`src/msp_pkg.sv`:
```
// Package for the motor stall prevention supervisor: map, fields, defaults and timing
`default_nettype none
package msp_pkg;

	// ************************************************************
	// Register map (byte addresses)
	// ************************************************************
	localparam logic [7:0] ADDR_ACCEL_MODE = 8'h00;
	localparam logic [7:0] ADDR_ACCEL_LEVEL = 8'h04;
	localparam logic [7:0] ADDR_ACCEL_LOWER = 8'h08;
	localparam logic [7:0] ADDR_DECEL_MODE = 8'h0c;
	localparam logic [7:0] ADDR_RUN_MODE = 8'h10;
	localparam logic [7:0] ADDR_RUN_LEVEL = 8'h14;
	localparam logic [7:0] ADDR_TARGET_BUS = 8'h18;
	localparam logic [7:0] ADDR_EXC_GAIN = 8'h1c;
	localparam logic [7:0] ADDR_SETUP = 8'h20;
	localparam logic [7:0] ADDR_INPUT_VOLT = 8'h24;
	localparam logic [7:0] ADDR_BASE_FREQ = 8'h28;
	localparam logic [7:0] ADDR_STATUS = 8'h2c;

	// ************************************************************
	// Field positions of the setup register
	// ************************************************************
	localparam int SETUP_CLASS400_BIT = 0;
	localparam int SETUP_DUTY_NORMAL_BIT = 1;
	localparam int SETUP_DERATE_BIT = 2;

	// ************************************************************
	// Reset values and setting limits
	// ************************************************************
	localparam logic [1:0] ACCEL_MODE_RST = 2'h1;
	localparam logic [2:0] DECEL_MODE_RST = 3'h1;
	localparam logic [1:0] RUN_MODE_RST = 2'h1;
	localparam logic [7:0] LEVEL_LIMIT_HEAVY = 8'h96;
	localparam logic [7:0] LEVEL_LIMIT_NORMAL = 8'h78;
	localparam logic [7:0] LEVEL_LIMIT_DERATED = 8'h64;
	localparam logic [7:0] RUN_LEVEL_MIN = 8'h1e;
	localparam logic [7:0] ACCEL_LOWER_RST = 8'h32;
	localparam logic [7:0] ACCEL_LOWER_MAX = 8'h64;
	localparam logic [8:0] TARGET_BUS_MIN = 9'h096;
	localparam logic [8:0] TARGET_BUS_MAX = 9'h190;
	localparam logic [8:0] TARGET_BUS_RST = 9'h172;
	localparam logic [7:0] EXC_GAIN_RST = 8'h80;
	localparam logic [9:0] INPUT_VOLT_RST = 10'h0c8;
	localparam logic [15:0] BASE_FREQ_RST = 16'h1770;

	// ************************************************************
	// Fixed thresholds (current in %, voltage in V, frequency in 0.01 Hz)
	// ************************************************************
	localparam logic [15:0] ACCEL_SLOW_PCT = 16'h0055;
	localparam logic [15:0] PCT_SCALE = 16'h0064;
	localparam logic [9:0] STALL_V_200 = 10'h17c;
	localparam logic [9:0] STALL_V_400_HI = 10'h2f8;
	localparam logic [9:0] STALL_V_400_LO = 10'h294;
	localparam logic [9:0] INPUT_VOLT_SPLIT = 10'h190;
	localparam logic [15:0] RUN_MIN_FREQ = 16'h0258;
	localparam logic [7:0] RUN_HYST_PCT = 8'h02;
	localparam logic [7:0] RATE_FULL = 8'hff;
	localparam logic [7:0] RATE_REDUCED = 8'h80;
	localparam logic [7:0] RATE_STEP = 8'h10;
	localparam logic [3:0] DECEL_MULT_ONE = 4'h1;
	localparam logic [3:0] DECEL_MULT_MAX = 4'ha;

	// ************************************************************
	// Timing
	// ************************************************************
	localparam int CLK_HZ = 100_000_000;
	localparam int RUN_RELEASE_MS = 100;
	localparam int RUN_RELEASE_CYCLES = RUN_RELEASE_MS * (CLK_HZ / 1000);

	// ************************************************************
	// Types
	// ************************************************************
	typedef enum logic [2:0] {
		RUN_IDLE = 3'b001,
		RUN_DECEL = 3'b010,
		RUN_RELEASE = 3'b100
	} msp_run_state_t;

	typedef struct packed {
		logic ramp_hold;
		logic [7:0] accel_scale;
		logic accel_min_time;
		logic [3:0] decel_mult;
		logic run_decel;
		logic run_decel_two;
		logic [8:0] flux_boost;
		logic brake_stall;
	} msp_ramp_cmd_t;

endpackage : msp_pkg
`default_nettype wire

```
`src/msp_stall_ctrl.sv`:
```
// Stall prevention supervisor: accel, decel and run stall logic with settings registers
`default_nettype none
module msp_stall_ctrl
	import msp_pkg::*;
#(
	parameter int RELEASE_CYCLES = RUN_RELEASE_CYCLES
) (
	// Clock and reset
	input wire logic clk,
	input wire logic reset_n,
	// Register port
	input wire logic [7:0] reg_addr,
	input wire logic [31:0] reg_wdata,
	input wire logic reg_write,
	input wire logic reg_read,
	output logic [31:0] reg_rdata,
	// Drive measurements and ramp state
	input wire logic sample_tick,
	input wire logic accel_active,
	input wire logic decel_active,
	input wire logic const_active,
	input wire logic ctrl_sensorless,
	input wire logic [7:0] out_current,
	input wire logic [9:0] bus_voltage,
	input wire logic [15:0] out_freq,
	// Ramp commands
	output msp_ramp_cmd_t ramp_cmd
);

	// ************************************************************
	// Functions
	// ************************************************************

	// Current strictly above pct percent of a level
	function automatic logic pct_over(input logic [7:0] cur, input logic [7:0] lvl, input logic [15:0] pct);
		pct_over = ({8'h00, cur} * PCT_SCALE) > ({8'h00, lvl} * pct);
	endfunction : pct_over

	// Upper setting limit from duty and carrier derating
	function automatic logic [7:0] level_limit(input logic duty_normal, input logic derate);
		if (derate) begin
			level_limit = LEVEL_LIMIT_DERATED;
		end else if (duty_normal) begin
			level_limit = LEVEL_LIMIT_NORMAL;
		end else begin
			level_limit = LEVEL_LIMIT_HEAVY;
		end
	endfunction : level_limit

	// ************************************************************
	// Settings registers
	// ************************************************************
	logic [1:0] accel_stall_mode_select;
	logic [7:0] accel_stall_current_level;
	logic [7:0] accel_stall_lower_limit;
	logic [2:0] decel_stall_mode_select;
	logic [1:0] run_stall_mode_select;
	logic [7:0] run_stall_current_level;
	logic [8:0] target_bus_level;
	logic [7:0] excitation_gain;
	logic [2:0] drive_setup;
	logic [9:0] input_voltage_setting;
	logic [15:0] base_freq;

	// Address decode and write validity
	wire logic wr_accel_mode = reg_write && reg_addr == ADDR_ACCEL_MODE;
	wire logic wr_accel_level = reg_write && reg_addr == ADDR_ACCEL_LEVEL;
	wire logic wr_accel_lower = reg_write && reg_addr == ADDR_ACCEL_LOWER;
	wire logic wr_decel_mode = reg_write && reg_addr == ADDR_DECEL_MODE;
	wire logic wr_run_mode = reg_write && reg_addr == ADDR_RUN_MODE;
	wire logic wr_run_level = reg_write && reg_addr == ADDR_RUN_LEVEL;
	wire logic wr_target = reg_write && reg_addr == ADDR_TARGET_BUS;
	wire logic wr_exc = reg_write && reg_addr == ADDR_EXC_GAIN;
	wire logic wr_setup = reg_write && reg_addr == ADDR_SETUP;
	wire logic wr_in_volt = reg_write && reg_addr == ADDR_INPUT_VOLT;
	wire logic wr_base = reg_write && reg_addr == ADDR_BASE_FREQ;
	wire logic [7:0] lvl_limit = level_limit(drive_setup[SETUP_DUTY_NORMAL_BIT], drive_setup[SETUP_DERATE_BIT]);
	wire logic accel_mode_ok = reg_wdata[31:2] == 30'h0 && reg_wdata[1:0] != 2'h3;
	wire logic accel_level_ok = reg_wdata[31:8] == 24'h0 && reg_wdata[7:0] <= lvl_limit;
	wire logic accel_lower_ok = reg_wdata[31:8] == 24'h0 && reg_wdata[7:0] <= ACCEL_LOWER_MAX;
	wire logic decel_mode_ok = reg_wdata[31:3] == 29'h0 && (reg_wdata[2:0] <= 3'h4 || reg_wdata[2:0] == 3'h7);
	wire logic run_mode_ok = reg_wdata[31:2] == 30'h0 && reg_wdata[1:0] != 2'h3;
	wire logic run_level_ok = reg_wdata[31:8] == 24'h0 && reg_wdata[7:0] >= RUN_LEVEL_MIN
		&& reg_wdata[7:0] <= lvl_limit;
	wire logic target_ok = reg_wdata[31:9] == 23'h0 && reg_wdata[8:0] >= TARGET_BUS_MIN
		&& reg_wdata[8:0] <= TARGET_BUS_MAX;

	// Settings writes; out-of-range mode, level, lower limit and target values leave the old setting; the other registers are written unchecked
	always_ff @(posedge clk) begin
		if (!reset_n) begin
			accel_stall_mode_select <= ACCEL_MODE_RST;
			accel_stall_current_level <= LEVEL_LIMIT_HEAVY;
			accel_stall_lower_limit <= ACCEL_LOWER_RST;
			decel_stall_mode_select <= DECEL_MODE_RST;
			run_stall_mode_select <= RUN_MODE_RST;
			run_stall_current_level <= LEVEL_LIMIT_HEAVY;
			target_bus_level <= TARGET_BUS_RST;
			excitation_gain <= EXC_GAIN_RST;
			drive_setup <= 3'h0;
			input_voltage_setting <= INPUT_VOLT_RST;
			base_freq <= BASE_FREQ_RST;
		end else begin
			if (wr_accel_mode && accel_mode_ok) accel_stall_mode_select <= reg_wdata[1:0];
			if (wr_accel_level && accel_level_ok) accel_stall_current_level <= reg_wdata[7:0];
			if (wr_accel_lower && accel_lower_ok) accel_stall_lower_limit <= reg_wdata[7:0];
			if (wr_decel_mode && decel_mode_ok) decel_stall_mode_select <= reg_wdata[2:0];
			if (wr_run_mode && run_mode_ok) run_stall_mode_select <= reg_wdata[1:0];
			if (wr_run_level && run_level_ok) run_stall_current_level <= reg_wdata[7:0];
			if (wr_target && target_ok) target_bus_level <= reg_wdata[8:0];
			if (wr_exc) excitation_gain <= reg_wdata[7:0];
			if (wr_setup) drive_setup <= reg_wdata[2:0];
			if (wr_in_volt) input_voltage_setting <= reg_wdata[9:0];
			if (wr_base) base_freq <= reg_wdata[15:0];
		end
	end

	// ************************************************************
	// Derived levels
	// ************************************************************

	// Accel level shrinks with frequency in the constant power range
	wire logic const_power = out_freq > base_freq && base_freq != 16'h0;
	wire logic [23:0] scaled_prod = {16'h0, accel_stall_current_level} * {8'h0, base_freq};
	wire logic [23:0] scaled_level = const_power ? scaled_prod / {8'h0, out_freq} : {16'h0, accel_stall_current_level};
	wire logic [7:0] accel_level_eff = (scaled_level[7:0] < accel_stall_lower_limit) && const_power
		? accel_stall_lower_limit : scaled_level[7:0];

	// Decel stall bus voltage by class and input setting
	wire logic class400 = drive_setup[SETUP_CLASS400_BIT];
	wire logic [9:0] stall_voltage = !class400 ? STALL_V_200
		: (input_voltage_setting >= INPUT_VOLT_SPLIT ? STALL_V_400_HI : STALL_V_400_LO);
	wire logic [9:0] target_bus_eff = class400 ? {target_bus_level, 1'b0} : {1'b0, target_bus_level};

	// Comparisons
	wire logic accel_over = pct_over(out_current, accel_level_eff, PCT_SCALE);
	wire logic accel_near = pct_over(out_current, accel_level_eff, ACCEL_SLOW_PCT);
	wire logic bus_over = bus_voltage > stall_voltage;
	wire logic bus_above_target = bus_voltage > target_bus_eff;
	wire logic run_over = out_current > run_stall_current_level;
	wire logic run_below = out_current < run_stall_current_level - RUN_HYST_PCT;
	wire logic run_allowed = run_stall_mode_select != 2'h0 && !ctrl_sensorless
		&& out_freq > RUN_MIN_FREQ;

	// ************************************************************
	// Acceleration stall
	// ************************************************************
	logic accel_hold;
	logic [7:0] accel_scale;
	logic [7:0] next_accel_scale;
	logic next_accel_hold;

	// Next acceleration rate per mode
	always_comb begin
		next_accel_hold = 1'b0;
		next_accel_scale = RATE_FULL;
		if (accel_active) begin
			case (accel_stall_mode_select)
				2'h1: begin
					next_accel_hold = accel_over;
					next_accel_scale = accel_near ? RATE_REDUCED : RATE_FULL;
				end
				2'h2: begin
					if (accel_over || out_current == accel_level_eff) begin
						next_accel_scale = accel_scale > RATE_STEP ? accel_scale - RATE_STEP : 8'h00;
					end else begin
						next_accel_scale = accel_scale < RATE_FULL - RATE_STEP ? accel_scale + RATE_STEP : RATE_FULL;
					end
				end
				default: begin
					next_accel_scale = RATE_FULL;
				end
			endcase
		end
	end

	// Accel outputs update on the sample tick
	always_ff @(posedge clk) begin
		if (!reset_n) begin
			accel_hold <= 1'b0;
			accel_scale <= RATE_FULL;
		end else if (sample_tick) begin
			accel_hold <= next_accel_hold;
			accel_scale <= next_accel_scale;
		end
	end

	// ************************************************************
	// Deceleration stall
	// ************************************************************
	logic decel_hold;
	logic [3:0] decel_mult;
	logic [8:0] flux_boost;
	logic next_decel_hold;
	logic [3:0] next_decel_mult;
	logic [8:0] next_flux_boost;

	// Next decel behaviour per mode
	always_comb begin
		next_decel_hold = 1'b0;
		next_decel_mult = DECEL_MULT_ONE;
		next_flux_boost = 9'h000;
		if (decel_active) begin
			case (decel_stall_mode_select)
				3'h1, 3'h3: begin
					next_decel_hold = bus_over;
				end
				3'h2: begin
					if (bus_above_target) begin
						next_decel_mult = decel_mult != 4'h0 ? decel_mult - 4'h1 : 4'h0;
					end else begin
						next_decel_mult = decel_mult < DECEL_MULT_MAX ? decel_mult + 4'h1 : DECEL_MULT_MAX;
					end
				end
				3'h4: begin
					next_flux_boost = {1'b0, excitation_gain};
				end
				3'h7: begin
					next_flux_boost = {1'b0, excitation_gain} + {2'b00, excitation_gain[7:1]};
				end
				default: begin
					next_decel_mult = DECEL_MULT_ONE;
				end
			endcase
		end
	end

	// Decel outputs update on the sample tick
	always_ff @(posedge clk) begin
		if (!reset_n) begin
			decel_hold <= 1'b0;
			decel_mult <= DECEL_MULT_ONE;
			flux_boost <= 9'h000;
		end else if (sample_tick) begin
			decel_hold <= next_decel_hold;
			decel_mult <= next_decel_mult;
			flux_boost <= next_flux_boost;
		end
	end

	// ************************************************************
	// Run stall
	// ************************************************************
	msp_run_state_t run_state;
	msp_run_state_t next_run_state;
	logic [31:0] release_count;
	logic run_decel_two;
	wire logic release_done = release_count >= RELEASE_CYCLES - 1;

	// Run stall sequence: overload decel, then timed release
	always_comb begin
		next_run_state = run_state;
		case (run_state)
			RUN_IDLE: begin
				if (sample_tick && const_active && run_allowed && run_over) next_run_state = RUN_DECEL;
			end
			RUN_DECEL: begin
				if (!run_allowed) next_run_state = RUN_IDLE;
				else if (sample_tick && run_below) next_run_state = RUN_RELEASE;
			end
			RUN_RELEASE: begin
				if (!run_allowed) next_run_state = RUN_IDLE;
				else if (sample_tick && !run_below) next_run_state = RUN_DECEL;
				else if (release_done) next_run_state = RUN_IDLE;
			end
			default: begin
				next_run_state = RUN_IDLE;
			end
		endcase
	end

	// Run state, release timer and decel time selection
	always_ff @(posedge clk) begin
		if (!reset_n) begin
			run_state <= RUN_IDLE;
			release_count <= 32'h0;
			run_decel_two <= 1'b0;
		end else begin
			run_state <= next_run_state;
			release_count <= (run_state == RUN_RELEASE && next_run_state == RUN_RELEASE) ? release_count + 32'h1 : 32'h0;
			if (run_state == RUN_IDLE) run_decel_two <= run_stall_mode_select == 2'h2;
		end
	end

	// ************************************************************
	// Ramp command and status
	// ************************************************************
	assign ramp_cmd.ramp_hold = accel_hold || decel_hold;
	assign ramp_cmd.accel_scale = accel_scale;
	assign ramp_cmd.accel_min_time = accel_stall_mode_select == 2'h2;
	assign ramp_cmd.decel_mult = decel_mult;
	assign ramp_cmd.run_decel = run_state != RUN_IDLE;
	assign ramp_cmd.run_decel_two = run_decel_two;
	assign ramp_cmd.flux_boost = flux_boost;
	assign ramp_cmd.brake_stall = decel_stall_mode_select == 3'h3;

	// Read selection
	logic [31:0] read_mux;
	always_comb begin
		case (reg_addr)
			ADDR_ACCEL_MODE: read_mux = {30'h0, accel_stall_mode_select};
			ADDR_ACCEL_LEVEL: read_mux = {24'h0, accel_stall_current_level};
			ADDR_ACCEL_LOWER: read_mux = {24'h0, accel_stall_lower_limit};
			ADDR_DECEL_MODE: read_mux = {29'h0, decel_stall_mode_select};
			ADDR_RUN_MODE: read_mux = {30'h0, run_stall_mode_select};
			ADDR_RUN_LEVEL: read_mux = {24'h0, run_stall_current_level};
			ADDR_TARGET_BUS: read_mux = {23'h0, target_bus_level};
			ADDR_EXC_GAIN: read_mux = {24'h0, excitation_gain};
			ADDR_SETUP: read_mux = {29'h0, drive_setup};
			ADDR_INPUT_VOLT: read_mux = {22'h0, input_voltage_setting};
			ADDR_BASE_FREQ: read_mux = {16'h0, base_freq};
			ADDR_STATUS: read_mux = {8'h0, accel_scale, decel_mult, run_state, accel_hold, decel_hold,
				run_decel_two, const_power, bus_over, 4'h0};
			default: read_mux = 32'h0;
		endcase
	end

	// Read data stands one cycle after the strobe only
	always_ff @(posedge clk) begin
		if (!reset_n) begin
			reg_rdata <= 32'h0;
		end else begin
			reg_rdata <= reg_read ? read_mux : 32'h0;
		end
	end
endmodule : msp_stall_ctrl
`default_nettype wire

```
`config.mk`:
```
export PLATFORM = sky130hd
export DESIGN_NAME = msp_stall_ctrl
export DESIGN_NICKNAME = d
export VERILOG_FILES = /design/src/msp_pkg.sv /design/src/msp_stall_ctrl.sv
export SDC_FILE = /design/constraint.sdc
export NUM_CORES = 2
export LEC_CHECK = 0
export ABC_AREA = 1
export BUFFER_PORTS_ARGS = -buffer_cell sky130_fd_sc_hd__buf_2
export CAP_MARGIN = 20
export CORE_ASPECT_RATIO = 1.5
export CORE_MARGIN = 10
export CORE_UTILIZATION = 50
export CTS_BUF_LIST = sky130_fd_sc_hd__clkbuf_16
export CTS_CLUSTER_DIAMETER = 50
export DETAILED_ROUTE_END_ITERATION = 10
export PLACE_DENSITY = 0.67
export SYNTH_ARGS = -nofsm -noshare
export SYNTH_HDL_FRONTEND = slang
export SYNTH_SLANG_ARGS = --single-unit
```
`constraint.sdc`:
```
create_clock -name clk -period 75.7 [get_ports clk]
set_clock_uncertainty 0.15 [all_clocks]
set_input_delay 7.57 -clock clk [delete_from_list [all_inputs] [get_ports clk]]
set_output_delay 7.57 -clock clk [all_outputs]
set_load 0.03 [all_outputs]
```
======== Word level (Yosys, flattened, before mapping) ========
Index checks and enable logic that the tools add are counted.
operators by class
  $add $sub $neg .......................... 7
  multipliers ............................. 4
  div/mod/pow operators ................... 1
  order comparisons ....................... 20
  equality and inequality tests ........... 27
  mux-type cells .......................... 32
  reductions and logical operators ........ 52
operator list
  kind                                                                                    count
  24-bit one-hot mux with 12 select lines                                                 1
  8-bit 2-to-1 mux                                                                        8
  1-bit logical AND                                                                       36
  32-bit by 1-bit adder with 32-bit output (second input constant)                        1
  8-bit by 5-bit equality test with 1-bit output (second input constant)                  4
  8-bit by 6-bit equality test with 1-bit output (second input constant)                  4
  32-bit by 24-bit greater-or-equal comparator with 1-bit output (second input constant)  1
  15-bit > comparator                                                                     2
  30-bit logical NOT                                                                      1
  29-bit logical NOT                                                                      1
  8-bit by 5-bit multiplier with 13-bit output (second input constant)                    2
  24-bit by 16-bit divider with 24-bit output                                             1
  24-bit logical NOT                                                                      1
  8-bit by 16-bit multiplier with 24-bit output                                           1
  23-bit logical NOT                                                                      1
  10-bit > comparator                                                                     2
  10-bit 2-to-1 mux                                                                       2
  4-bit 2-to-1 mux                                                                        5
  3-bit 2-to-1 mux                                                                        6
  9-bit one-hot mux with 2 select lines                                                   1
  8-bit by 4-bit equality test with 1-bit output (second input constant)                  2
  16-bit by 10-bit > comparator with 1-bit output (second input constant)                 1
  16-bit > comparator                                                                     1
  8-bit less-than comparator                                                              2
  other kinds (40)                                                                        56
storage, ports and cells
  register bits ........................... 168
  input bits .............................. 83
  output and inout port bits .............. 58
  logic and storage cells ................. 163

======== Logic depth before layout (Yosys ltp) ========
  depth in word-level cells ............... 12
  mapped depth ............................ 531

======== Worst setup path after synthesis ========
No wires, ideal clock.
  path kind ............................... in2reg
  from .................................... in out_freq[9]
  to ...................................... reg accel_scale[2]
  setup time .............................. 63 ps
  arrival ................................. 69807 ps
  required time ........................... 75487 ps
  slack ................................... 5680 ps
  stages on the path ...................... 503
  path buffers ............................ 21
  cells stage by stage .................... inv_1 nand4_1 nor2_2 inv_2 nor2_2 nand2_1 nor3_2 nand2_1 clkinv_1 nand2_1 nand2_1 inv_1 ha_1 nand2_1 nor3_1 nand2_1 nor2_1 nand3_1 [467 not listed] nand2_1 nand2_1 a21oi_1 inv_1 a21oi_1 nor2_1 nor2_1 xnor2_1 ha_1 nand2_1 nor2_1 a2111oi_0 nand2_1 nand2_1 nand2_2 nand2_1 nand2_1 nand3_1
on the way
  word-level cells in the longest chain between the ends .. 12
  elaborated cells on any way between the ends .. 17
  classes of those cells .................. mul (2); div (1); order compare (4); eq/ne (1); mux (6); reduce/logical (3)
RTL lines
  what                                                                                 RTL line               source
  start: declaration                                                                   msp_stall_ctrl.sv:25   input wire logic [15:0] out_freq,
  branches (longest 5 deep; another with 24-bit by 16-bit divider with 24-bit output)  --
  8-bit 2-to-1 mux *                                                                   msp_stall_ctrl.sv:126  ? accel_stall_lower_limit : scaled_level[7:0];
  8-bit by 5-bit multiplier with 13-bit output                                         msp_stall_ctrl.sv:36   pct_over = ({8'h00, cur} * PCT_SCALE) > ({8'h00, lvl} * pct);
  15-bit > comparator                                                                  msp_stall_ctrl.sv:36
  1-bit logical OR                                                                     msp_stall_ctrl.sv:163  if (accel_over || out_current == accel_level_eff) begin
  8-bit 2-to-1 mux                                                                     msp_stall_ctrl.sv:163
  8-bit one-hot mux with 2 select lines *                                              msp_stall_ctrl.sv:157  case (accel_stall_mode_select)
  8-bit 2-to-1 mux *                                                                   msp_stall_ctrl.sv:156  if (accel_active) begin
  end signal: assignment                                                               msp_stall_ctrl.sv:183  accel_scale <= next_accel_scale;
  end: declaration                                                                     msp_stall_ctrl.sv:148  logic [7:0] accel_scale;
Mark *: on every way between the ends.
A chain may end at the register's enable or synchronous reset.

======== Worst setup path in the final report ========
  from .................................... in out_freq[10]
  to ...................................... reg accel_scale[2]
Same word-level chain as after synthesis.

==> flow_summary.json <==
{
  "clkTransAtPathRegs_ns": 0.07,
  "hpwl_reported_at_the_end_of_detailed_placement_um": 71890,
  "postRouteAntennaNets": 0,
  "hold-path-endpoint": "release_count[0]",
  "endpoint_required_time_on_the_critical_path_ns": 75.85,
  "layout-area-overhead-vs-synth_pct": 9.152,
  "global_route_wire_length_before_repair_um": 141100,
  "synth-seq-area-share_pct": 10.44,
  "die_width_um": 218.5,
  "cts_tree": "done",
  "wl_per_cell_um": 16.24,
  "run_status": "complete, no violations",
  "crit_top_cell": "nand2_1",
  "hold_violations": 0,
  "post_synth_num_cell_types": 73,
  "footprint_of_the_multi_input_gates_mm2": 0.02322,
  "setup-tns-final_ns": 0,
  "synth_enable_flop_cells": 0,
  "critical-path-top-delay-family": "compound AO/OA/AOI/OAI gates",
  "htree_levels": 4,
  "r2r.worst_path.cells": 493,
  "num_io_pins": 141,
  "vias_in_the_first_global_route": 28435,
  "antenna_cells_inserted": 0,
  "combined_flip_flop_and_latch_cell_area_mm2": 0.003083,
  "synthCells": 4521,
  "finalWorstPathRequiredPeriod_ns": 69.28,
  "ys.warnings.count": 0,
  "finalSetupViolCount": 0,
  "place_congestion": 0.9868,
  "layout_filler_cell_count": 6024,
  "count_of_nets_after_finishing": 5333,
  "die_y_um": 317.7,
  "clockRootBuffer": "clkbuf_16",
  "ys_ff_latch": 154,
  "std_cell_rows": 109,
  "avgSynthCellArea_um2": 6.534,
  "async_set_or_reset_register_ratio_after_synthesis_pct": 0,
  "critical-path-slowest-cell": "fa_1",
  "cts_made_buffers": 17,
  "critical_path.reg2reg.startpoint": "accel_stall_current_level[4]",
  "crit_path_max_fanout": 27,
  "worstHoldPathType": "reg2reg",
  "timing.final.crit_share_pct": 91.52,
  "post_route_cells_drive_above_1_share_pct": 10.58,
  "synth_top_flop_cell": "dfxtp_1",
  "core_region_area_mm2": 0.05878,
  "worst_setup_path_start_kind": "input pin",
  "portBuffers": 132,
  "hold_path.startpoint": "release_count[0]",
  "vias": 29454,
  "globalRouteTotalUtil_pct": 24.60,
  "postRouteWirelength_um": 88280,
  "critical_path.endpoint_type": "register",
  "cap_viol_max_count": 0,
  "route.detailed.vias_per_inst": 5.419,
  "clock-sinks": 154,
  "drt_iter0_drc": 1695,
  "worstSkewPairLatency_ns": 0.45,
  "fin_hold_ws_ns": 0.3005,
  "cp_data_arrival_time_ns": 69.43,
  "global_route.overflow_total": 0,
  "final_util_pct": 54.86,
  "worst_pin_slew_ns": 1.034,
  "slew_headroom_pct": 30.37,
  "design.die.area_mm2": 0.06941,
  "critical_path.n_buffers_inverters": 92,
  "max_freq_mhz": 14.43,
  "timing.hold.worst_path_depth": 1,
  "antenna_found_initial": 5,
  "drt_pre_antenna_iters": 7,
  "cp_slowest_stage_delay_ns": 0.48,
  "syn_area_mm2": 0.02954,
  "rrSetupSlack_ns": 10.00,
  "initial_utilization_pct": 50.26,
  "pin_count_of_the_biggest_net_entering_global_routing": 71,
  "critical_path_depth": 484,
  "slew_violations": 0,
  "remaining_drc_errors": 0,
  "reg2reg_to": "accel_scale[2]",
  "clk_path_buf_depth": 2,
  "criticalPathCategory": "in2reg"
}
cells in the mapped netlist (all sizes together), types with 29 or more instances:
master | count | share of area (%)
nand3 | 215 | 4.2
o21ai | 307 | 5.3
a21oi | 338 | 5.9
xnor2 | 82 | 2.4
inv | 828 | 11
a21o | 30 | 0.76
nor2 | 259 | 3.5
xor2 | 140 | 4.2
nand4 | 51 | 1.1
or2 | 29 | 0.61
dfxtp | 154 | 10
o21bai | 37 | 0.98
nor3 | 65 | 1.2
buf | 32 | 0.75
fa | 99 | 6.7
nand2 | 1071 | 14
clkbuf | 80 | 1.0
ha | 505 | 21
state kept, by name (all words and copies together) (netlist names):
register	count
accel_hold	1
input_voltage_setting	10
run_stall_mode_select	2
accel_stall_mode_select	2
decel_stall_mode_select	3
run_stall_current_level	8
run_state	3
run_decel_two	1
excitation_gain	8
accel_scale	5
drive_setup	3
reg_rdata	21
base_freq	16
accel_stall_current_level	8
decel_mult	4
accel_stall_lower_limit	8
decel_hold	1
release_count	32
flux_boost	9
target_bus_level	9
worst reg2reg max path, delay by kind of cell (launching register included):
family          cells  cell delay, ns
fa+ha+maj          35           11.91
simple gates      181           16.44
compound gates    182           28.12
xor+xnor            2            0.43
flops               1            0.86
buf+inv            93            7.61
metrics by stage:
step | area, µm² | instances | setup WS [ns]
floorplan | 29600 | 4536 | 5.680
detailed placement | 30950 | 5363 | -0.5274
CTS | 31540 | 5394 | 0.05159
finish | 32250 | 5435 | 6.417
global route | 32250 | 5435 | -0.3845
global placement | 30950 | 5363 | 1.065
cells in the final DEF (no fill, tap or decap), types with 82 or more instances in the layout:
master	instances
o21ai_0	248
nor2_1	233
xor2_1	140
a21oi_1	276
nand2_1	1028
fa_1	99
inv_1	790
dfxtp_1	154
nand3_1	186
ha_1	505
buf_2	132
xnor2_1	82
final cells by class:
type	instances	area share, %
inverter	836	9.910
multi-input combinational	3436	72.01
sequential	154	9.561
tap	777	3.015
timing repair inverter	2	0.03104
timing repair buffer	199	3.655
clock inverter	14	0.4967
clock buffer	17	1.319
how the worst max path moves through the flow:
stage	startpoint	endpoint	slack, ns
floorplan	out_freq[9]	accel_scale[2]	5.68
global placement	out_freq[10]	accel_scale[2]	1.07
detailed placement	out_freq[10]	accel_scale[2]	-0.53
CTS	out_freq[10]	accel_scale[2]	0.05
global route	out_freq[10]	accel_scale[6]	-0.38
finish	out_freq[10]	accel_scale[2]	6.42
routing by layer:
layer  track usage, %  wire length, µm
met1            27.44            34970
met4            11.78             4252
met5                0               65
met3            3.260             4727
met2            44.69            44260
kinds of logic after synthesis:
| kind of cell | share of synthesized area [%] |
|---|---|
| mux | 0.03388 |
| compound gates | 16.56 |
| simple gates | 25.85 |
| flops | 10.44 |
| xor+xnor | 6.582 |
| fa+ha+maj | 28.10 |
| buf+inv | 12.43 |
| other cells | 0.01269 |
timing repair:
item                       in CTS  in global routing
hold buffers                    0                  0
resized for setup               3                129
gates cloned                    0                  4
pin swaps                       0                 21
buffers inserted                0                 37
setup endpoints to repair       4                  6
hold endpoints to repair        0                  0
Power is not shown: default switching activity piles up to over one toggle a cycle in this logic, so the estimate is an artifact.
